**config.mk**
```make
export PLATFORM = sky130hd
export DESIGN_NAME = triggered_measurement_sequencer
export DESIGN_NICKNAME = d
export VERILOG_FILES = /design/src/include/tms_pkg.sv /design/src/include/conv_if.sv /design/src/triggered_measurement_sequencer.sv /design/src/unit_converter.sv
export SDC_FILE = /design/constraint.sdc
export NUM_CORES = 1
export LEC_CHECK = 0
export ABC_CLOCK_PERIOD_IN_PS = 16050
export CORE_ASPECT_RATIO = 0.7
export CORE_UTILIZATION = 60
export CTS_BUF_LIST = sky130_fd_sc_hd__clkbuf_8
export CTS_CLUSTER_DIAMETER = 150
export DETAILED_ROUTE_END_ITERATION = 8
export DONT_BUFFER_PORTS = 1
export GPL_TIMING_DRIVEN = 0
export PLACE_DENSITY_LB_ADDON = 0.05
export SLEW_MARGIN = 40
export SYNTH_ARGS = -nofsm -noshare
export SYNTH_HDL_FRONTEND = slang
export SYNTH_SLANG_ARGS = --single-unit
```
**constraint.sdc**
```tcl
create_clock -name ref_clk -period 16.05 [get_ports ref_clk]
set_clock_uncertainty 0.05 [all_clocks]
set_input_delay 0.8025 -clock ref_clk [delete_from_list [all_inputs] [get_ports ref_clk]]
set_output_delay 0.8025 -clock ref_clk [all_outputs]
set_load 0.02 [all_outputs]
```
**src/include/tms_pkg.sv**
```systemverilog
// Constants, types and helpers of the triggered measurement sequencer.
// Assumes one 40 MHz clock; all ports except inPort belong to that clock's domain.
package tms_pkg;
  // ----------------------------------------------------------------
  // Timing
  // ----------------------------------------------------------------
  localparam int CLK_HZ = 40_000_000;
  localparam int TICK_MS = 1;
  localparam int MS_CYCLES = CLK_HZ / 1000 * TICK_MS;
  localparam int DELAY_STEP_MS = 100;
  localparam int DELAY_MAX = 250;
  localparam int TIME_STEP_MS = 10;
  localparam int TIME_MIN = 1;
  localparam int TIME_MAX = 12_000_000;
  localparam int LIMIT_STEPS_PER_MS = 12_000;
  // ----------------------------------------------------------------
  // Sizes and codes
  // ----------------------------------------------------------------
  localparam int N_PORTS = 10;
  localparam int N_CH = 8;
  localparam int Q_SHIFT = 8;
  localparam logic [15:0] K_MPA = 16'h0100;
  localparam logic [15:0] K_KGF = 16'h0a32;
  localparam logic [15:0] K_PSI = 16'h910a;
  localparam logic [15:0] K_BAR = 16'h0a00;

  typedef enum logic [2:0] {
    ST_IDLE = 3'b001,
    ST_DELAY = 3'b010,
    ST_MEAS = 3'b100
  } seq_state_t;

  typedef enum logic [2:0] {
    OUT_NONE = 3'h0,
    OUT_ALARM = 3'h1,
    OUT_SHOT = 3'h2,
    OUT_PROD = 3'h3,
    OUT_BUSY = 3'h4
  } out_func_t;

  typedef enum logic [1:0] {
    UNIT_MPA = 2'h0,
    UNIT_KGF = 2'h1,
    UNIT_PSI = 2'h2,
    UNIT_BAR = 2'h3
  } p_unit_t;

  // Sampling period in ms for a selector code
  function automatic logic [9:0] periodMs(input logic [3:0] sel);
    case (sel)
      4'h0: periodMs = 10'h001;
      4'h1: periodMs = 10'h002;
      4'h2: periodMs = 10'h005;
      4'h3: periodMs = 10'h00a;
      4'h4: periodMs = 10'h014;
      4'h5: periodMs = 10'h032;
      4'h6: periodMs = 10'h064;
      4'h7: periodMs = 10'h0c8;
      4'h8: periodMs = 10'h1f4;
      default: periodMs = 10'h3e8;
    endcase
  endfunction

  // Longest measurement time, in 10 ms steps, for a sampling period
  function automatic logic [23:0] maxTime(input logic [3:0] sel);
    maxTime = 24'(int'(periodMs(sel)) * LIMIT_STEPS_PER_MS);
  endfunction
endpackage

```
**src/include/conv_if.sv**
```systemverilog
// Carrier between the sequencer and its pressure unit converter.
// Assumes both ends run on the same clock.
`timescale 1ns/10ps
interface conv_if;
  import tms_pkg::*;
  logic [15:0] raw;
  p_unit_t unit;
  logic load;
  logic [23:0] value;
  logic valid;
  modport src (output raw, output unit, output load,
    input value, input valid);
  modport conv (input raw, input unit, input load,
    output value, output valid);
endinterface

```
**src/triggered_measurement_sequencer.sv**
```systemverilog
// Start-triggered delay, sampling and shot bookkeeping sequencer.
// Assumes inPort comes from outside pins; all other inputs are
// same-clock configuration or judgement logic.
`timescale 1ns/10ps
module triggered_measurement_sequencer #(
  parameter int MS_CYCLES_P = tms_pkg::MS_CYCLES
) (
  input wire logic ref_clk,
  input wire logic srst,
  input wire logic [tms_pkg::N_PORTS-1:0] inPort,
  input wire logic [tms_pkg::N_PORTS-1:0] trigEnable,
  input wire logic [3:0] chTrigSel [tms_pkg::N_CH],
  input wire tms_pkg::out_func_t outFunc [tms_pkg::N_PORTS],
  input wire logic [23:0] measTime,
  input wire logic [3:0] sampleSel,
  input wire tms_pkg::p_unit_t unitSel,
  input wire logic [7:0] delayTenths,
  input wire logic [15:0] alarmWidthMs,
  input wire logic [7:0] alarmLimit,
  input wire logic [15:0] shotWidthMs,
  input wire logic [23:0] schedShots,
  input wire logic countClear,
  input wire logic shotError,
  input wire logic [15:0] pressRaw,
  output logic [tms_pkg::N_PORTS-1:0] outPort,
  output logic [tms_pkg::N_CH-1:0] chMeasuring,
  output logic sampleStrobe,
  output logic measuring,
  output logic [23:0] shotCount,
  output logic [23:0] pressOut,
  output logic pressValid
);
  import tms_pkg::*;

  // ----------------------------------------------------------------
  // Input synchronisers
  // ----------------------------------------------------------------
  logic [N_PORTS-1:0] s1_r, s2_r, s3_r, lvl_r, lvl_nxt, rise;

  always_comb begin
    lvl_nxt = (s2_r & s3_r) | (lvl_r & (s2_r | s3_r));
    rise = s2_r & s3_r & ~lvl_r;
  end

  always_ff @(posedge ref_clk) begin
    if (srst) begin
      s1_r <= '0;
      s2_r <= '0;
      s3_r <= '0;
      lvl_r <= '0;
    end else begin
      s1_r <= inPort;
      s2_r <= s1_r;
      s3_r <= s2_r;
      lvl_r <= lvl_nxt;
    end
  end

  // ----------------------------------------------------------------
  // Sequencer and shot bookkeeping
  // ----------------------------------------------------------------
  seq_state_t state_r, state_nxt;
  logic [15:0] div_r, div_nxt;
  logic [27:0] elapsed_r, elapsed_nxt;
  logic [27:0] delayTarget_r, delayTarget_nxt;
  logic [27:0] measTarget_r, measTarget_nxt;
  logic [3:0] sel_r, sel_nxt;
  logic [9:0] phase_r, phase_nxt;
  logic [N_CH-1:0] ch_r, ch_nxt, chStart;
  logic sample_r, sample_nxt;
  logic [7:0] errCnt_r, errCnt_nxt;
  logic [15:0] alarmTmr_r, alarmTmr_nxt, shotTmr_r, shotTmr_nxt;
  logic [23:0] count_r, count_nxt;
  logic prod_r, prod_nxt, meas_r, meas_nxt;
  logic [N_PORTS-1:0] out_r, out_nxt;
  logic msTick, trigRise, shotEvt;
  logic [23:0] timeClamp;

  always_comb begin
    trigRise = |(rise & trigEnable);
    for (int c = 0; c < N_CH; c++) begin
      chStart[c] = chTrigSel[c] < 4'(N_PORTS)
        && rise[chTrigSel[c]] && trigEnable[chTrigSel[c]];
    end
    timeClamp = measTime < 24'(TIME_MIN) ? 24'(TIME_MIN) : measTime;
    if (timeClamp > maxTime(sampleSel)) begin
      timeClamp = maxTime(sampleSel);
    end
    msTick = div_r == 16'(MS_CYCLES_P - 1);
    div_nxt = msTick ? 16'h0000 : div_r + 16'h0001;
    state_nxt = state_r;
    elapsed_nxt = elapsed_r;
    delayTarget_nxt = delayTarget_r;
    measTarget_nxt = measTarget_r;
    sel_nxt = sel_r;
    phase_nxt = phase_r;
    ch_nxt = ch_r;
    sample_nxt = 1'b0;
    shotEvt = 1'b0;
    unique case (state_r)
      ST_IDLE: begin
        if (trigRise) begin
          state_nxt = ST_DELAY;
          div_nxt = 16'h0000;
          elapsed_nxt = 28'h0000000;
          ch_nxt = chStart;
          sel_nxt = sampleSel;
          measTarget_nxt = 28'(timeClamp * TIME_STEP_MS);
          delayTarget_nxt = 28'((delayTenths > 8'(DELAY_MAX) ?
            8'(DELAY_MAX) : delayTenths) * DELAY_STEP_MS);
        end
      end
      ST_DELAY: begin
        if (elapsed_r >= delayTarget_r) begin
          state_nxt = ST_MEAS;
          div_nxt = 16'h0000;
          elapsed_nxt = 28'h0000000;
          phase_nxt = 10'h000;
          sample_nxt = 1'b1;
        end else if (msTick) begin
          elapsed_nxt = elapsed_r + 28'h0000001;
        end
      end
      ST_MEAS: begin
        if (msTick) begin
          if (elapsed_r + 28'h0000001 >= measTarget_r) begin
            state_nxt = ST_IDLE;
            ch_nxt = '0;
            shotEvt = 1'b1;
          end else begin
            elapsed_nxt = elapsed_r + 28'h0000001;
            if (phase_r == periodMs(sel_r) - 10'h001) begin
              phase_nxt = 10'h000;
              sample_nxt = 1'b1;
            end else begin
              phase_nxt = phase_r + 10'h001;
            end
          end
        end
      end
      default: begin
        state_nxt = ST_IDLE;
        ch_nxt = '0;
      end
    endcase

    alarmTmr_nxt = alarmTmr_r;
    shotTmr_nxt = shotTmr_r;
    if (msTick && alarmTmr_r != 16'h0000) begin
      alarmTmr_nxt = alarmTmr_r - 16'h0001;
    end
    if (msTick && shotTmr_r != 16'h0000) begin
      shotTmr_nxt = shotTmr_r - 16'h0001;
    end
    errCnt_nxt = errCnt_r;
    count_nxt = countClear ? 24'h000000 : count_r;
    if (shotEvt) begin
      shotTmr_nxt = shotWidthMs;
      if (count_nxt != 24'hffffff) begin
        count_nxt = count_nxt + 24'h000001;
      end
      if (shotError) begin
        if (errCnt_r != 8'hff) begin
          errCnt_nxt = errCnt_r + 8'h01;
        end
        if (errCnt_nxt > alarmLimit) begin
          alarmTmr_nxt = alarmWidthMs;
        end
      end else begin
        errCnt_nxt = 8'h00;
      end
    end
    prod_nxt = schedShots != 24'h000000 && count_nxt >= schedShots;
    meas_nxt = state_nxt == ST_MEAS;
    for (int p = 0; p < N_PORTS; p++) begin
      unique case (outFunc[p])
        OUT_ALARM: out_nxt[p] = alarmTmr_nxt != 16'h0000;
        OUT_SHOT: out_nxt[p] = shotTmr_nxt != 16'h0000;
        OUT_PROD: out_nxt[p] = prod_nxt;
        OUT_BUSY: out_nxt[p] = state_nxt != ST_IDLE;
        default: out_nxt[p] = 1'b0;
      endcase
    end
  end

  always_ff @(posedge ref_clk) begin
    if (srst) begin
      state_r <= ST_IDLE;
      div_r <= 16'h0000;
      elapsed_r <= 28'h0000000;
      delayTarget_r <= 28'h0000000;
      measTarget_r <= 28'h0000000;
      sel_r <= 4'h0;
      phase_r <= 10'h000;
      ch_r <= '0;
      sample_r <= 1'b0;
      errCnt_r <= 8'h00;
      alarmTmr_r <= 16'h0000;
      shotTmr_r <= 16'h0000;
      count_r <= 24'h000000;
      prod_r <= 1'b0;
      meas_r <= 1'b0;
      out_r <= '0;
    end else begin
      state_r <= state_nxt;
      div_r <= div_nxt;
      elapsed_r <= elapsed_nxt;
      delayTarget_r <= delayTarget_nxt;
      measTarget_r <= measTarget_nxt;
      sel_r <= sel_nxt;
      phase_r <= phase_nxt;
      ch_r <= ch_nxt;
      sample_r <= sample_nxt;
      errCnt_r <= errCnt_nxt;
      alarmTmr_r <= alarmTmr_nxt;
      shotTmr_r <= shotTmr_nxt;
      count_r <= count_nxt;
      prod_r <= prod_nxt;
      meas_r <= meas_nxt;
      out_r <= out_nxt;
    end
  end

  // ----------------------------------------------------------------
  // Unit conversion and outputs
  // ----------------------------------------------------------------
  conv_if cv ();
  assign cv.raw = pressRaw;
  assign cv.unit = unitSel;
  assign cv.load = sample_r;
  unit_converter u_conv (
    .ref_clk(ref_clk),
    .srst(srst),
    .cv(cv)
  );
  assign outPort = out_r;
  assign chMeasuring = ch_r;
  assign sampleStrobe = sample_r;
  assign measuring = meas_r;
  assign shotCount = count_r;
  assign pressOut = cv.value;
  assign pressValid = cv.valid;
endmodule

```
**src/unit_converter.sv**
```systemverilog
// Converts a raw pressure sample (0.001 MPa) to the selected unit.
// Assumes load is a one-cycle pulse on the same clock.
`timescale 1ns/10ps
module unit_converter (
  input wire logic ref_clk,
  input wire logic srst,
  conv_if.conv cv
);
  import tms_pkg::*;
  logic [23:0] value_r, value_nxt;
  logic valid_r, valid_nxt;
  logic [15:0] k;
  logic [31:0] prod;

  always_comb begin
    unique case (cv.unit)
      UNIT_MPA: k = K_MPA;
      UNIT_KGF: k = K_KGF;
      UNIT_PSI: k = K_PSI;
      UNIT_BAR: k = K_BAR;
    endcase
    prod = cv.raw * k;
    valid_nxt = cv.load;
    value_nxt = value_r;
    if (cv.load) begin
      value_nxt = prod[Q_SHIFT +: 24];
    end
  end

  always_ff @(posedge ref_clk) begin
    if (srst) begin
      value_r <= 24'h000000;
      valid_r <= 1'b0;
    end else begin
      value_r <= value_nxt;
      valid_r <= valid_nxt;
    end
  end

  assign cv.value = value_r;
  assign cv.valid = valid_r;
endmodule

```
==> run metrics <==
status complete, no violations; final hold viol count 0; # clock sinks 260; clock root buffer clkbuf_8; initial antenna violation count 1; Total Power 0.00326 W; Synth Instances 3003; Initial DRC Count 1518; Max Root-Sink Buffers 3; worst-margin pin slew 901 ps; Cell Area, Synth 25000 um2; PostCTS Resize Cnt 0; placed insts 3547; worst skew pair latency 620 ps; crit path max-delay cell type nor2_1; Fmax 0.0854 GHz; ANT cells 0; crit start category input pin; via-per-instance ratio 5.84; PortBufs 0; synthesis-to-finish area growth 6.74%; Antenna Nets Post-Route 0; Crit path largest cell delay 590 ps; CP endpoint kind register; gr usage total 32.2%; Seq cells post-synth 260; WP data required 16460 ps; Initial Utilization 60.9%; post-DP HPWL 55700 um; Setup TNS Final 0 ps; GP Congestion 0.961; max-cap violations 0; clk slew on worst S/H paths 60 ps; syn_nets 3717; Max Slew Vio Count 0; Nets 3765; Core ar. 41000 um2; setup bufs post-CTS 0; first-pass iteration count of the detailed router 7; fin crit period 11710 ps; share of cells above drive strength 1 4.31%; Pleak 12.6 nW; Yosys warnings 0; unique cell type count in the Yosys netlist 81; Rows 62; post-synthesis async set-or-reset flop share 0%; largest net degree at the start of global routing 13; CTS tree done; setup violators final 0; # fillers 3518; total routed wirelength 68100 um; CTS Hold Bufs 0; Avg Synthesized Cell Area 8.32 um2; vias in the first global route 21000; die outline width 246 um; Ports 273; CTS Buf Count 45; die outline height 173 um; DIE AREA 42500 um2; power density cells 122 nW/um2; Peak VDD IR 0.159 mV; Residual DRC 0; Min-Delay Path Class input pin to register; Clk pwr share 20.1%; number of enable flip-flop cells after synthesis 0; CP Max Fanout 10; Final Non-Filler Cells 3629; Sequential Power Share 20.7%; Internal 0.00185 W; switching share of power 43.3%; Synth area leaders dfxtp_1, ha_1, fa_1; global-route wire length before repair 110000 um; Net Sw Power 0.00141 W; ys flop type dfxtp_1; Critical Setup Path Class input pin to register; Logic pwr share 59.2%; DR WL/cell 18.8 um; gr ovfl total 0; Critical Path AT 12120 ps; period utilization 72.9%; Via Count 21200; slew margin rel. 39.6%; Seq/Total Area, Yosys 20.8%; H-tree depth 2; unrepaired setup endpoints after global routing false; Synth top area share 20.8%; cell taking the most area after synthesis dfxtp_1
-- synthesized netlist by cell type, types with 8 or more instances --
| library cell | count |
|---|---|
| o211ai_1 | 8 |
| a32o_1 | 12 |
| nand2_1 | 191 |
| nand4_1 | 47 |
| or2_2 | 20 |
| nand2b_1 | 24 |
| inv_1 | 407 |
| o21bai_1 | 11 |
| nor2b_1 | 85 |
| o21a_1 | 8 |
| buf_1 | 9 |
| and3_1 | 20 |
| dfxtp_1 | 260 |
| o21ai_0 | 96 |
| xnor2_1 | 105 |
| nand3_1 | 69 |
| a21oi_1 | 182 |
| mux4_2 | 10 |
| or3_1 | 34 |
| o31ai_1 | 14 |
| ha_1 | 386 |
| nor4_1 | 36 |
| a31oi_1 | 24 |
| xor2_1 | 70 |
| a2bb2oi_1 | 10 |
| nand3b_1 | 19 |
| a22o_1 | 14 |
| a211oi_1 | 38 |
| nor3_1 | 58 |
| nand4b_1 | 15 |
| clkbuf_1 | 99 |
| a21o_1 | 55 |
| mux2i_1 | 42 |
| nor2_1 | 235 |
| fa_1 | 124 |
| and2_1 | 71 |
-- cell type report --
cell class | count | area, um2 | share of cell area [%]
Buffer | 113 | 443 | 1.66
Clock buffer | 54 | 743 | 2.79
Clock inverter | 27 | 203 | 0.760
Inverter | 408 | 1530 | 5.74
Multi-Input combinational cell | 2222 | 17800 | 66.9
Sequential cell | 260 | 5200 | 19.5
Tap cell | 544 | 681 | 2.55
Timing Repair Buffer | 1 | 5.00 | 0.0188
-- metal layers --
layer / routed length, um / track usage (%) / vias up
met4: 1180 / 6.78 / 0
met1: 32100 / 46.5 / 10100
li1: - / - / 10300
met2: 29600 / 49.9 / 690
met3: 5270 / 5.71 / 102
met5: 0 / 0 / -
-- worst paths after layout --
| path | from | to | slack (ps) | cells past startpoint |
|---|---|---|---|---|
| hold / removal | inPort[6] | s1_r[6] | 270 | 1 |
| setup reg to reg | elapsed_r[0] | outPort[1] | 6960 | 29 |
| hold reg to reg | s1_r[0] | s2_r[0] | 380 | 1 |
| setup / recovery | sampleSel[0] | measTarget_r[26] | 4340 | 48 |
-- registers in the layout (all words and copies together), names as in the netlist, named ones only --
| name | count |
|---|---|
| elapsed_r | 28 |
| sel_r | 4 |
| sampleStrobe | 1 |
| u_conv.cv.valid | 1 |
| phase_r | 10 |
| alarmTmr_r | 16 |
| shotTmr_r | 16 |
| chMeasuring | 8 |
| errCnt_r | 8 |
| measuring | 1 |
| delayTarget_r | 13 |
| u_conv.cv.value | 24 |
| lvl_r | 10 |
| outPort | 10 |
| state_r | 3 |
| measTarget_r | 27 |
| div_r | 16 |
| s1_r | 10 |
| s2_r | 10 |
| s3_r | 10 |
| shotCount | 24 |
-- cell usage in the layout, fill, tap and decap left out, types with 23 or more instances in the layout --
cell / n
a21oi_1: 182
nor2_1: 234
or3_1: 34
a211oi_1: 38
nor3_1: 56
ha_1: 386
nand4_1: 47
o21ai_0: 94
nand3_1: 69
mux2i_1: 42
dfxtp_1: 260
inv_1: 423
a31oi_1: 23
a21o_1: 55
nor4_1: 35
clkbuf_8: 54
and2_1: 71
fa_1: 124
nand2b_1: 24
nor2b_1: 85
clkbuf_1: 97
xor2_1: 70
xnor2_1: 105
nand2_1: 191
-- power by group through the flow --
stage / combinational, W / clock [W] / sequential, W
5_1_grt: 0.00218 / 0.000697 / 0.000676
3_3_place_gp: 0.00184 / 0 / 0.000688
2_1_floorplan: 0.00149 / 0 / 0.000686
3_5_place_dp: 0.00191 / 0 / 0.000688
4_1_cts: 0.00192 / 0.000667 / 0.000674
6_report: 0.00193 / 0.000656 / 0.000674
-- logic make-up (layout without fill, tap and decap cells) --
kind of cell / Yosys count / count (layout) / share of synthesized area, %
buffers and inverters: 521 / 603 / 7.89
flip-flops: 260 / 260 / 20.8
XOR/XNOR: 176 / 176 / 6.20
adder cells (fa/ha/maj): 510 / 510 / 29.3
AO/OA/AOI/OAI: 520 / 520 / 13.2
multiplexers: 57 / 57 / 2.81
AND/OR/NAND/NOR: 958 / 958 / 19.8
other: 1 / 1 / 0.0150
-- critical path: cells and delay by family --
kind	cells	cell delay, ps
buffers and inverters	9	1350
AO/OA/AOI/OAI	17	4140
adder cells (fa/ha/maj)	9	3170
XOR/XNOR	2	340
AND/OR/NAND/NOR	11	2280
-- metrics by stage --
stage	hold WS, ps	setup slack (ps)	area (um2)	util [%]
floorplan	364	5980	25000	-
global placement	371	4030	25700	62.5
detailed placement	376	3670	25700	62.6
CTS	239	4240	26600	64.9
global route	250	3480	26700	65.0
finish	271	4340	26700	65.0
Note: power is estimated with default switching activity, not from simulation.
